## src/include/aabl_pkg.sv

```systemverilog
// Function
// - bytes, aligned words, dwords are atomic
// - aligned quadwords are atomic
// - uncached word inside 32-bit window atomic
// - unaligned cached access within line atomic
// - bus, line, page splits not guaranteed
// - mark split accesses for external memory
// - assert bus lock in critical operations
// - older generations pin-lock every prefixed op
// - newer generation cache-locks cached lines
// - swap with memory always locks
// - task busy flag locked test-and-set
// - lock accessed flag set; skip rules
// - page entry flag updates use lock
// - lock held over interrupt acknowledge
// - illegal lock prefix raises opcode fault
// - lock covers destination operand bytes
// - lock held across all split cycles
// - locked ops atomic against other traffic
// - lock waits for outstanding loads, stores
package aabl_pkg;

    // ========================================
    // widths and geometry
    localparam int ADDR_W = 32;
    localparam int DATA_W = 64;
    localparam int BUS_BYTES = 8;
    localparam int BO_W = 3;
    localparam int BE_W = 2 * BUS_BYTES;
    localparam int W32_W = 2;
    localparam int PG_W = 12;
    localparam int LINE_BYTES_DEF = 64;
    localparam logic [1:0] SZ_BYTE = 2'h0;
    localparam logic [1:0] SZ_WORD = 2'h1;
    localparam logic [1:0] SZ_DWORD = 2'h2;
    localparam logic [1:0] SZ_QWORD = 2'h3;
    localparam logic [BE_W-1:0] BE_BYTE = 16'h0001;
    localparam logic [BE_W-1:0] BE_WORD = 16'h0003;
    localparam logic [BE_W-1:0] BE_DWORD = 16'h000F;
    localparam logic [BE_W-1:0] BE_QWORD = 16'h00FF;

    // ========================================
    // enumerations
    typedef enum logic [1:0]
    {
        GEN_OLDEST = 2'h0,
        GEN_OLDER = 2'h1,
        GEN_MID = 2'h2,
        GEN_NEWER = 2'h3
    } aabl_gen_t;

    typedef enum logic [2:0]
    {
        OP_PLAIN_RD = 3'h0,
        OP_PLAIN_WR = 3'h1,
        OP_INSN = 3'h2,
        OP_TASK_BUSY = 3'h3,
        OP_DESC_ACC = 3'h4,
        OP_PAGE_FLAG = 3'h5,
        OP_INT_ACK = 3'h6
    } aabl_op_t;

    typedef enum logic [2:0]
    {
        CLS_BIT_TEST = 3'h0,
        CLS_SWAP_ADD = 3'h1,
        CLS_CMP_SWAP = 3'h2,
        CLS_SWAP = 3'h3,
        CLS_UNARY = 3'h4,
        CLS_BINARY = 3'h5,
        CLS_OTHER = 3'h6
    } aabl_cls_t;

    typedef enum logic [4:0]
    {
        ST_IDLE = 5'h01,
        ST_DRAIN = 5'h02,
        ST_RD = 5'h04,
        ST_MOD = 5'h08,
        ST_WR = 5'h10
    } aabl_state_t;

    // ========================================
    // carriers
    typedef struct packed
    {
        aabl_op_t op;
        aabl_cls_t cls;
        logic lockPrefix;
        logic memDest;
        logic [1:0] size;
        logic [ADDR_W-1:0] addr;
        logic cacheable;
        logic cached;
        logic [DATA_W-1:0] operand;
    } aabl_req_t;

    typedef struct packed
    {
        logic req;
        logic write;
        logic intAck;
        logic split;
        logic [ADDR_W-1:0] addr;
        logic [BUS_BYTES-1:0] be;
        logic [DATA_W-1:0] wdata;
    } aabl_bus_t;

endpackage

```

## src/aabl_lock_ctrl.sv

```systemverilog
`timescale 1ns/100ps
module aabl_lock_ctrl
    import aabl_pkg::*;
#(
    parameter aabl_gen_t GEN = GEN_NEWER,
    parameter int LINE_BYTES = LINE_BYTES_DEF
)
(
    input wire logic clk,
    input wire logic rst,
    input wire aabl_req_t req,
    input wire logic reqValid,
    output logic reqReady,
    input wire logic [DATA_W-1:0] modData,
    input wire logic modValid,
    input wire logic pendLoads,
    input wire logic pendStores,
    input wire logic onlyWeakLoads,
    output aabl_bus_t busOut,
    input wire logic busAck,
    input wire logic [DATA_W-1:0] busRdata,
    output logic busLock,
    output logic cacheLock,
    output logic orderHold,
    output logic done,
    output logic fault,
    output logic wasSet,
    output logic [DATA_W-1:0] rdData
);
    localparam int WIDE_W = 2 * DATA_W;

    aabl_state_t state;
    aabl_state_t next_state;
    aabl_req_t cur;
    aabl_req_t sel;
    logic beat;
    logic next_beat;
    logic [DATA_W-1:0] lowBeat;
    logic [DATA_W-1:0] newVal;
    logic [DATA_W-1:0] next_newVal;
    logic [WIDE_W-1:0] rdNow;
    logic [WIDE_W-1:0] wideW;
    logic [DATA_W-1:0] operandNow;
    logic [BE_W-1:0] byteMask;
    logic [5:0] shAmt;
    logic atomic;
    logic crossBus;
    logic crossLine;
    logic lastBeat;
    logic accept;
    logic illegal;
    logic locked;
    logic drained;
    logic usePin;
    logic flagsSet;
    logic skipWrite;
    logic readEnds;
    logic finish;

    // ========================================
    // request decode

    // the prefix is legal only on read-modify-write of memory
    function automatic logic prefixOk(input aabl_req_t r);
        prefixOk = r.memDest && r.cls != CLS_OTHER;
    endfunction

    // automatic locking covers system updates, swap and int ack
    function automatic logic needLock(input aabl_req_t r);
        needLock = 1'b0;
        // a register-only swap never reaches the bus, so no lock
        if (r.op == OP_INSN)
            needLock = r.lockPrefix
                || (r.cls == CLS_SWAP && r.memDest);
        else if (r.op == OP_TASK_BUSY)
            needLock = 1'b1;
        else if (r.op == OP_DESC_ACC)
            needLock = 1'b1;
        else if (r.op == OP_PAGE_FLAG)
            needLock = 1'b1;
        else if (r.op == OP_INT_ACK)
            needLock = 1'b1;
    endfunction

    // taken only while idle; an illegal request only faults
    assign accept = (state == ST_IDLE) && reqValid;
    assign illegal = req.op == OP_INSN && req.lockPrefix && !prefixOk(req);
    // the live request steers the check until it is captured
    assign sel = (state == ST_IDLE) ? req : cur;

    // ========================================
    // atomicity and byte lanes of the selected access
    aabl_atomic_check #(
        .GEN(GEN),
        .LINE_BYTES(LINE_BYTES)
    ) u_check (
        .size(sel.size),
        .offs(sel.addr[PG_W-1:0]),
        .cacheable(sel.cacheable),
        .cached(sel.cached),
        .atomic(atomic),
        .crossBus(crossBus),
        .crossLine(crossLine),
        .byteMask(byteMask)
    );

    // interrupt acknowledge is one vector cycle, never split
    assign lastBeat = crossBus && sel.op != OP_INT_ACK;
    assign shAmt = {sel.addr[BO_W-1:0], 3'h0};

    // ========================================
    // ordering and lock mode

    // weak loads may stay in flight only on the newest generation
    assign drained = !pendStores
        && (!pendLoads || (GEN == GEN_NEWER && onlyWeakLoads));

    // a cached line on the newest generation is locked internally
    // a line-crossing access falls back to the pin lock
    assign usePin = !(GEN == GEN_NEWER && cur.cacheable && cur.cached
        && !crossLine);

    // ========================================
    // read data assembly across one or two beats
    assign rdNow = beat ? {busRdata, lowBeat} : {{DATA_W{1'b0}}, busRdata};
    assign operandNow = DATA_W'(rdNow >> shAmt);
    assign flagsSet = (operandNow & cur.operand) == cur.operand;

    // oldest generation rewrites the accessed flag even if set
    assign skipWrite = cur.op == OP_DESC_ACC && flagsSet
        && GEN != GEN_OLDEST;
    assign readEnds = (state == ST_RD) && busAck && beat == lastBeat;
    // write value moved onto the operand's byte lanes
    assign wideW = {{DATA_W{1'b0}}, next_newVal} << shAmt;

    // ========================================
    // sequencer
    always_comb
    begin
        next_state = state;
        next_beat = beat;
        next_newVal = newVal;
        finish = 1'b0;
        unique case (state)
            ST_IDLE:
            begin
                if (reqValid && !illegal)
                begin
                    next_beat = 1'b0;
                    next_newVal = req.operand;
                    if (req.op == OP_INT_ACK)
                        next_state = ST_RD;
                    else if (needLock(req))
                        next_state = ST_DRAIN;
                    else if (req.op == OP_PLAIN_WR)
                        next_state = ST_WR;
                    else
                        next_state = ST_RD;
                end
            end
            ST_DRAIN:
            begin
                if (drained)
                    next_state = ST_RD;
            end
            ST_RD:
            begin
                // low bus word first, then the next one for a split
                if (busAck && beat != lastBeat)
                    next_beat = 1'b1;
                else if (busAck)
                begin
                    next_beat = 1'b0;
                    if (cur.op == OP_PLAIN_RD || cur.op == OP_INT_ACK)
                        finish = 1'b1;
                    else if (skipWrite)
                        finish = 1'b1;
                    else if (cur.op == OP_INSN)
                        next_state = ST_MOD;
                    else
                    begin
                        // flag ops set their mask bits
                        next_newVal = operandNow | cur.operand;
                        next_state = ST_WR;
                    end
                end
            end
            ST_MOD:
            begin
                // lock stays up while the core works out the new value
                if (modValid)
                begin
                    next_newVal = modData;
                    next_state = ST_WR;
                end
            end
            ST_WR:
            begin
                // the lock holds until the last write beat is acked
                if (busAck && beat != lastBeat)
                    next_beat = 1'b1;
                else if (busAck)
                    finish = 1'b1;
            end
        endcase
        if (finish)
            next_state = ST_IDLE;
    end

    // ========================================
    // state registers
    always_ff @(posedge clk or posedge rst)
    begin
        if (rst)
        begin
            state <= ST_IDLE;
            beat <= 1'b0;
            newVal <= '0;
        end
        else
        begin
            state <= next_state;
            beat <= next_beat;
            newVal <= next_newVal;
        end
    end

    // request held for the whole sequence
    always_ff @(posedge clk or posedge rst)
    begin
        if (rst)
            cur <= '0;
        else if (accept)
            cur <= req;
    end

    // first beat kept so a split read assembles whole
    always_ff @(posedge clk or posedge rst)
    begin
        if (rst)
            lowBeat <= '0;
        else if (state == ST_RD && busAck && !beat)
            lowBeat <= busRdata;
    end

    // ========================================
    // bus cycle outputs, computed from next state so they are flops
    always_ff @(posedge clk or posedge rst)
    begin
        if (rst)
            busOut <= '0;
        else
        begin
            busOut.req <= next_state == ST_RD || next_state == ST_WR;
            busOut.write <= next_state == ST_WR;
            busOut.intAck <= sel.op == OP_INT_ACK
                && next_state == ST_RD;
            // non-atomic splits are flagged so memory can glue them
            busOut.split <= crossBus && !atomic
                && sel.op != OP_INT_ACK;
            // a second beat goes to the next bus word up
            busOut.addr <= {sel.addr[ADDR_W-1:BO_W]
                + (ADDR_W - BO_W)'(next_beat), BO_W'(0)};
            busOut.be <= next_beat ? byteMask[BE_W-1:BUS_BYTES]
                : byteMask[BUS_BYTES-1:0];
            busOut.wdata <= next_beat ? wideW[WIDE_W-1:DATA_W]
                : wideW[DATA_W-1:0];
        end
    end

    // ========================================
    // bus lock pin: raised once the pipe drains, or on the take for int ack; dropped on the final ack of the sequence
    always_ff @(posedge clk or posedge rst)
    begin
        if (rst)
            busLock <= 1'b0;
        else if (finish)
            busLock <= 1'b0;
        // int ack skips the drain: the vector must not wait on stores
        else if (accept && !illegal && req.op == OP_INT_ACK)
            busLock <= 1'b1;
        else if (state == ST_DRAIN && drained && usePin)
            busLock <= 1'b1;
    end

    // internal cache lock in place of the pin
    always_ff @(posedge clk or posedge rst)
    begin
        if (rst)
            cacheLock <= 1'b0;
        else if (finish)
            cacheLock <= 1'b0;
        else if (state == ST_DRAIN && drained && !usePin)
            cacheLock <= 1'b1;
    end

    // core may pass only fetches and page walks while this is high
    assign locked = needLock(req) && !illegal;

    always_ff @(posedge clk or posedge rst)
    begin
        if (rst)
            orderHold <= 1'b0;
        else if (finish)
            orderHold <= 1'b0;
        else if (accept && locked)
            orderHold <= 1'b1;
    end

    // ========================================
    // results to the core
    always_ff @(posedge clk or posedge rst)
    begin
        if (rst)
        begin
            done <= 1'b0;
            fault <= 1'b0;
            reqReady <= 1'b0;
        end
        else
        begin
            done <= finish;
            fault <= accept && illegal;
            // ready follows next state, so it drops on the take edge
            reqReady <= next_state == ST_IDLE;
        end
    end

    // read value and prior flag state
    always_ff @(posedge clk or posedge rst)
    begin
        if (rst)
        begin
            rdData <= '0;
            wasSet <= 1'b0;
        end
        else if (readEnds)
        begin
            rdData <= operandNow;
            wasSet <= flagsSet;
        end
    end

endmodule

```

## src/aabl_atomic_check.sv

```systemverilog
`timescale 1ns/100ps
module aabl_atomic_check
    import aabl_pkg::*;
#(
    parameter aabl_gen_t GEN = GEN_NEWER,
    parameter int LINE_BYTES = LINE_BYTES_DEF
)
(
    input wire logic [1:0] size,
    input wire logic [PG_W-1:0] offs,
    input wire logic cacheable,
    input wire logic cached,
    output logic atomic,
    output logic crossBus,
    output logic crossLine,
    output logic [BE_W-1:0] byteMask
);
    localparam int SUM_W = PG_W + 1;
    localparam int LN_W = $clog2(LINE_BYTES);

    logic [SUM_W-1:0] nBytes;
    logic [SUM_W-1:0] first;
    logic [SUM_W-1:0] last;
    logic aligned;
    logic crossW32;

    // ========================================
    // extent of the access inside its page
    assign nBytes = SUM_W'(1) << size;
    assign first = {1'b0, offs};
    assign last = first + nBytes - SUM_W'(1);
    assign aligned = (first & (nBytes - SUM_W'(1))) == '0;
    assign crossBus = last[SUM_W-1:BO_W] != first[SUM_W-1:BO_W];
    assign crossLine = last[SUM_W-1:LN_W] != first[SUM_W-1:LN_W];
    assign crossW32 = last[SUM_W-1:W32_W] != first[SUM_W-1:W32_W];

    // ========================================
    // guarantees grow with generation; line splits stay unguaranteed
    always_comb
    begin
        atomic = (size == SZ_BYTE);
        if (aligned && size != SZ_QWORD)
            atomic = 1'b1;
        if (GEN >= GEN_MID && aligned)
            atomic = 1'b1;
        if (GEN >= GEN_MID && !cacheable && size == SZ_WORD && !crossW32)
            atomic = 1'b1;
        if (GEN == GEN_NEWER && cacheable && cached && !crossLine)
            atomic = 1'b1;
    end

    // ========================================
    // enables over two bus beats, exactly the operand bytes
    always_comb
    begin
        unique case (size)
            SZ_BYTE: byteMask = BE_BYTE;
            SZ_WORD: byteMask = BE_WORD;
            SZ_DWORD: byteMask = BE_DWORD;
            SZ_QWORD: byteMask = BE_QWORD;
        endcase
        byteMask = byteMask << offs[BO_W-1:0];
    end

endmodule

```

## config.mk

```make
export PLATFORM = sky130hd
export DESIGN_NAME = aabl_lock_ctrl
export DESIGN_NICKNAME = d
export VERILOG_FILES = /design/src/include/aabl_pkg.sv /design/src/aabl_lock_ctrl.sv /design/src/aabl_atomic_check.sv
export SDC_FILE = /design/constraint.sdc
export NUM_CORES = 1
export LEC_CHECK = 0
export BUFFER_PORTS_ARGS = -buffer_cell sky130_fd_sc_hd__buf_2
export CORE_MARGIN = 2
export CORE_UTILIZATION = 43
export DETAILED_ROUTE_END_ITERATION = 8
export PLACE_DENSITY = 0.72
export REMOVE_ABC_BUFFERS = 1
export SYNTH_ARGS = -nofsm -noshare
export SYNTH_HDL_FRONTEND = slang
export SYNTH_SLANG_ARGS = --single-unit
```

## constraint.sdc

```tcl
create_clock -name clk -period 15.7 [get_ports clk]
set_clock_uncertainty 0.2 [all_clocks]
set_input_delay 0 -clock clk [delete_from_list [all_inputs] [get_ports clk]]
set_output_delay 0 -clock clk [all_outputs]
set_load 0.02 [all_outputs]
```

==> results.toml <==
[final_layout]
synthToLayoutAreaGrowth_pct = 25.8
final_common_cell = "buf_2"
drive_gt1_share_pct = 24.2
finish.net_count = 3902
stdcell_area_mm2 = 0.0351
layout_common_cells = "buf_2, dfrtp_1, dlygate4sd3_1"

[cts]
cts_resized = 0
clock-sinks = 413
cts_max_level = 2
cts_tree = "yes"
clk_latency_ps = 630
cts_root_buf = "clkbuf_16"
clk_pin_slew_ps = 60
cts_setup_buffers = 0
cts_buffer_depth = 3
cts_buffers = 49

[placement]
pre_cts_slack_ps = 4920
place_area_mm2 = 0.0307
dp_hpwl_mm = 92.8
io_buffers = 419
gp_congestion = 1.05

[timing]
grt_setup_unrepaired = "false"
clock.fmax_mhz = 89.8
fin_tns_setup_ps = 0
finalSetupViolCount = 0
hold_viol_final = 0
setup_ws_ps = 4560
slew_violations = 0
maxSlewHeadroom_pct = 3.58
timing.final.crit_share_pct = 70.9
tightest_slew_ps = 1430
period_minus_slack_ps = 11140

[critical_path]
end_kind = "flip-flop"
worstPathMaxFanout = 44
cp.arrival_ps = 11460
cp_slowest_stage_delay_ps = 1010
worstSetupStartpointType = "flip-flop"
slowest_stage = "dfstp_2"
crit_top_cell = "a21oi_1"
crit_type = "flip-flop to flip-flop"
critPathRequiredTime_ps = 16020
rr_worst_depth = 33

[worst_hold_path]
worstHoldPathCells = 3
hold_class = "primary input to flip-flop"

[logic_synthesis]
syn-instance-count = 3090
synth_area_per_cell_um2 = 9.04
synthAdderAreaFrac_pct = 1.01
yosys-mux-area-fraction_pct = 13.8
synth_top_family_by_area = "compound AO/OA/AOI/OAI gates"
synth-compound-area-share_pct = 27.7
synth.distinct_cells = 106
synth_top_flop_cell = "dfrtp_1"
yosys.area_share.simple_pct = 13.9
ys_seq_elements = 413
postSynth.asyncResetShare_pct = 100
synth_xor_area_share_pct = 1.37
synth_edf_count = 0
yosysSeqAreaShare_pct = 37.0
netlist_area_mm2 = 0.0279
ys.warnings.count = 0

[floorplan]
num_rows = 93
die_h_um = 259
start_util_pct = 43.4
dieWidth_um = 259
die-area_mm2 = 0.0670
coreArea_mm2 = 0.0643
ioPinCount = 423

[power]
switching_power_mw = 5.50
power_density_mw_per_mm2 = 286
irDropWorstVdd_mv = 0.167
p_seq_share_pct = 19.5
swShare_pct = 54.9
p_int_mw = 4.53
p_leak_nw = 15.5
pwr-share-clk_pct = 12.6
p_comb_share_pct = 68.0

[detailed_routing]
drt-wirelength-per-cell_um = 29.0
wirelength_mm = 132
via_per_inst = 6.73
drt_pass1_iterations = 9
first_iter_violations = 4265
vias = 30500
ant_nets = 0
drc = 0

[global_route]
grt_max_degree = 79
antenna_found_initial = 11
grt_pass1_wl_mm = 193
grt_pass1_vias = 29700
overflow = 0
grt_usage_pct = 38.3

[flow_run]
maxCapViolations = 0

[outcome]
status = "finished, final reports clean"
[area by class of cell]
class                           instances  area (µm²)
Timing Repair Buffer                  755        5290
Inverter                               96         368
Multi-Input combinational cell       2321       16300
Clock inverter                         28         372
Antenna cell                            5        12.5
Fill cell                            5827       29200
Clock buffer                           63        1400
Tap cell                              855        1070
Sequential cell                       413       10300
[through the flow]
stage	power, mW	instances	hold slack [ps]	utilization (%)
finish	10.0	4536	2.75	54.6
global route	10.4	4531	24.8	54.6
CTS	9.64	4531	0.154	54.6
detailed placement	8.30	4173	-123	47.7
global placement	8.26	4173	-130	47.7
floorplan	5.90	2830	-49.1	-
[logic make-up after synthesis]
kind of cell	Yosys count
compound gates	1090
xor+xnor	42
fa+ha+maj	22
other cells	1
simple gates	811
flops	413
mux	353
buf+inv	358
[cell usage after synthesis, types with 31 or more instances]
cell type	n	share of area (%)
nand2_1	240	3.2
nand3_1	109	2.0
a221oi_1	45	1.4
a22oi_1	43	1.2
o21ai_0	204	3.7
clkbuf_1	183	2.5
a21o_1	36	0.97
nor2_1	183	2.5
buf_2	37	0.66
mux2_2	238	9.6
a21oi_1	174	3.1
nor3_1	71	1.3
o211ai_1	58	1.6
nand2b_1	31	0.69
inv_1	91	1.2
o22ai_1	66	1.5
a211oi_1	64	1.7
dfrtp_1	412	37
mux2i_1	114	4.1
[metal layers]
metal	up-vias	share of wire [%]	track usage, %	routed length (µm)
met4	10	8.3	26.4	10900
met3	558	13	11.2	16900
met1	14700	36	47.8	47900
met2	2389	42	57.2	55900
met5	-	0.051	0	67
li1	12900	-	-	-
[repair_timing]
item	CTS	global route
hold buffers	267	0
hold endpoints to repair	415	0
endpoints found under the setup margin	0	0
[flip-flops by register name, indices dropped and copies added, names as in the netlist, 5 cells and up]
register,flops
busOut,105
lowBeat,64
cur,103
newVal,64
rdData,64
state,5
[worst max-delay path, delay by kind of cell (launching register included)]
| family | cells | cell delay (ps) |
|---|---|---|
| compound gates | 12 | 3410 |
| simple gates | 11 | 2490 |
| buf+inv | 4 | 2130 |
| fa+ha+maj | 4 | 1460 |
| flops | 1 | 1010 |
| xor+xnor | 2 | 270 |
[power by group through the flow]
stage / Combinational (mW) / Clock (mW) / Sequential, mW
detailed placement: 6.36 / 0 / 1.94
CTS: 6.45 / 1.26 / 1.92
floorplan: 3.83 / 0 / 2.07
global placement: 6.33 / 0 / 1.92
finish: 6.82 / 1.26 / 1.95
global route: 7.08 / 1.31 / 1.99
[worst paths after layout]
kind | endpoint | startpoint | slack, ps
max | busOut[103] | state[0] | 4560
min | lowBeat[57] | busRdata[57] | 3
max reg2reg | busOut[103] | state[0] | 4560
min reg2reg | rdData[58] | rdData[58] | 280
max in group asynchronous | cur[61] | rst | 12730
min in group asynchronous | busOut[83] | rst | 400
Power figures use the tool's default switching activity.
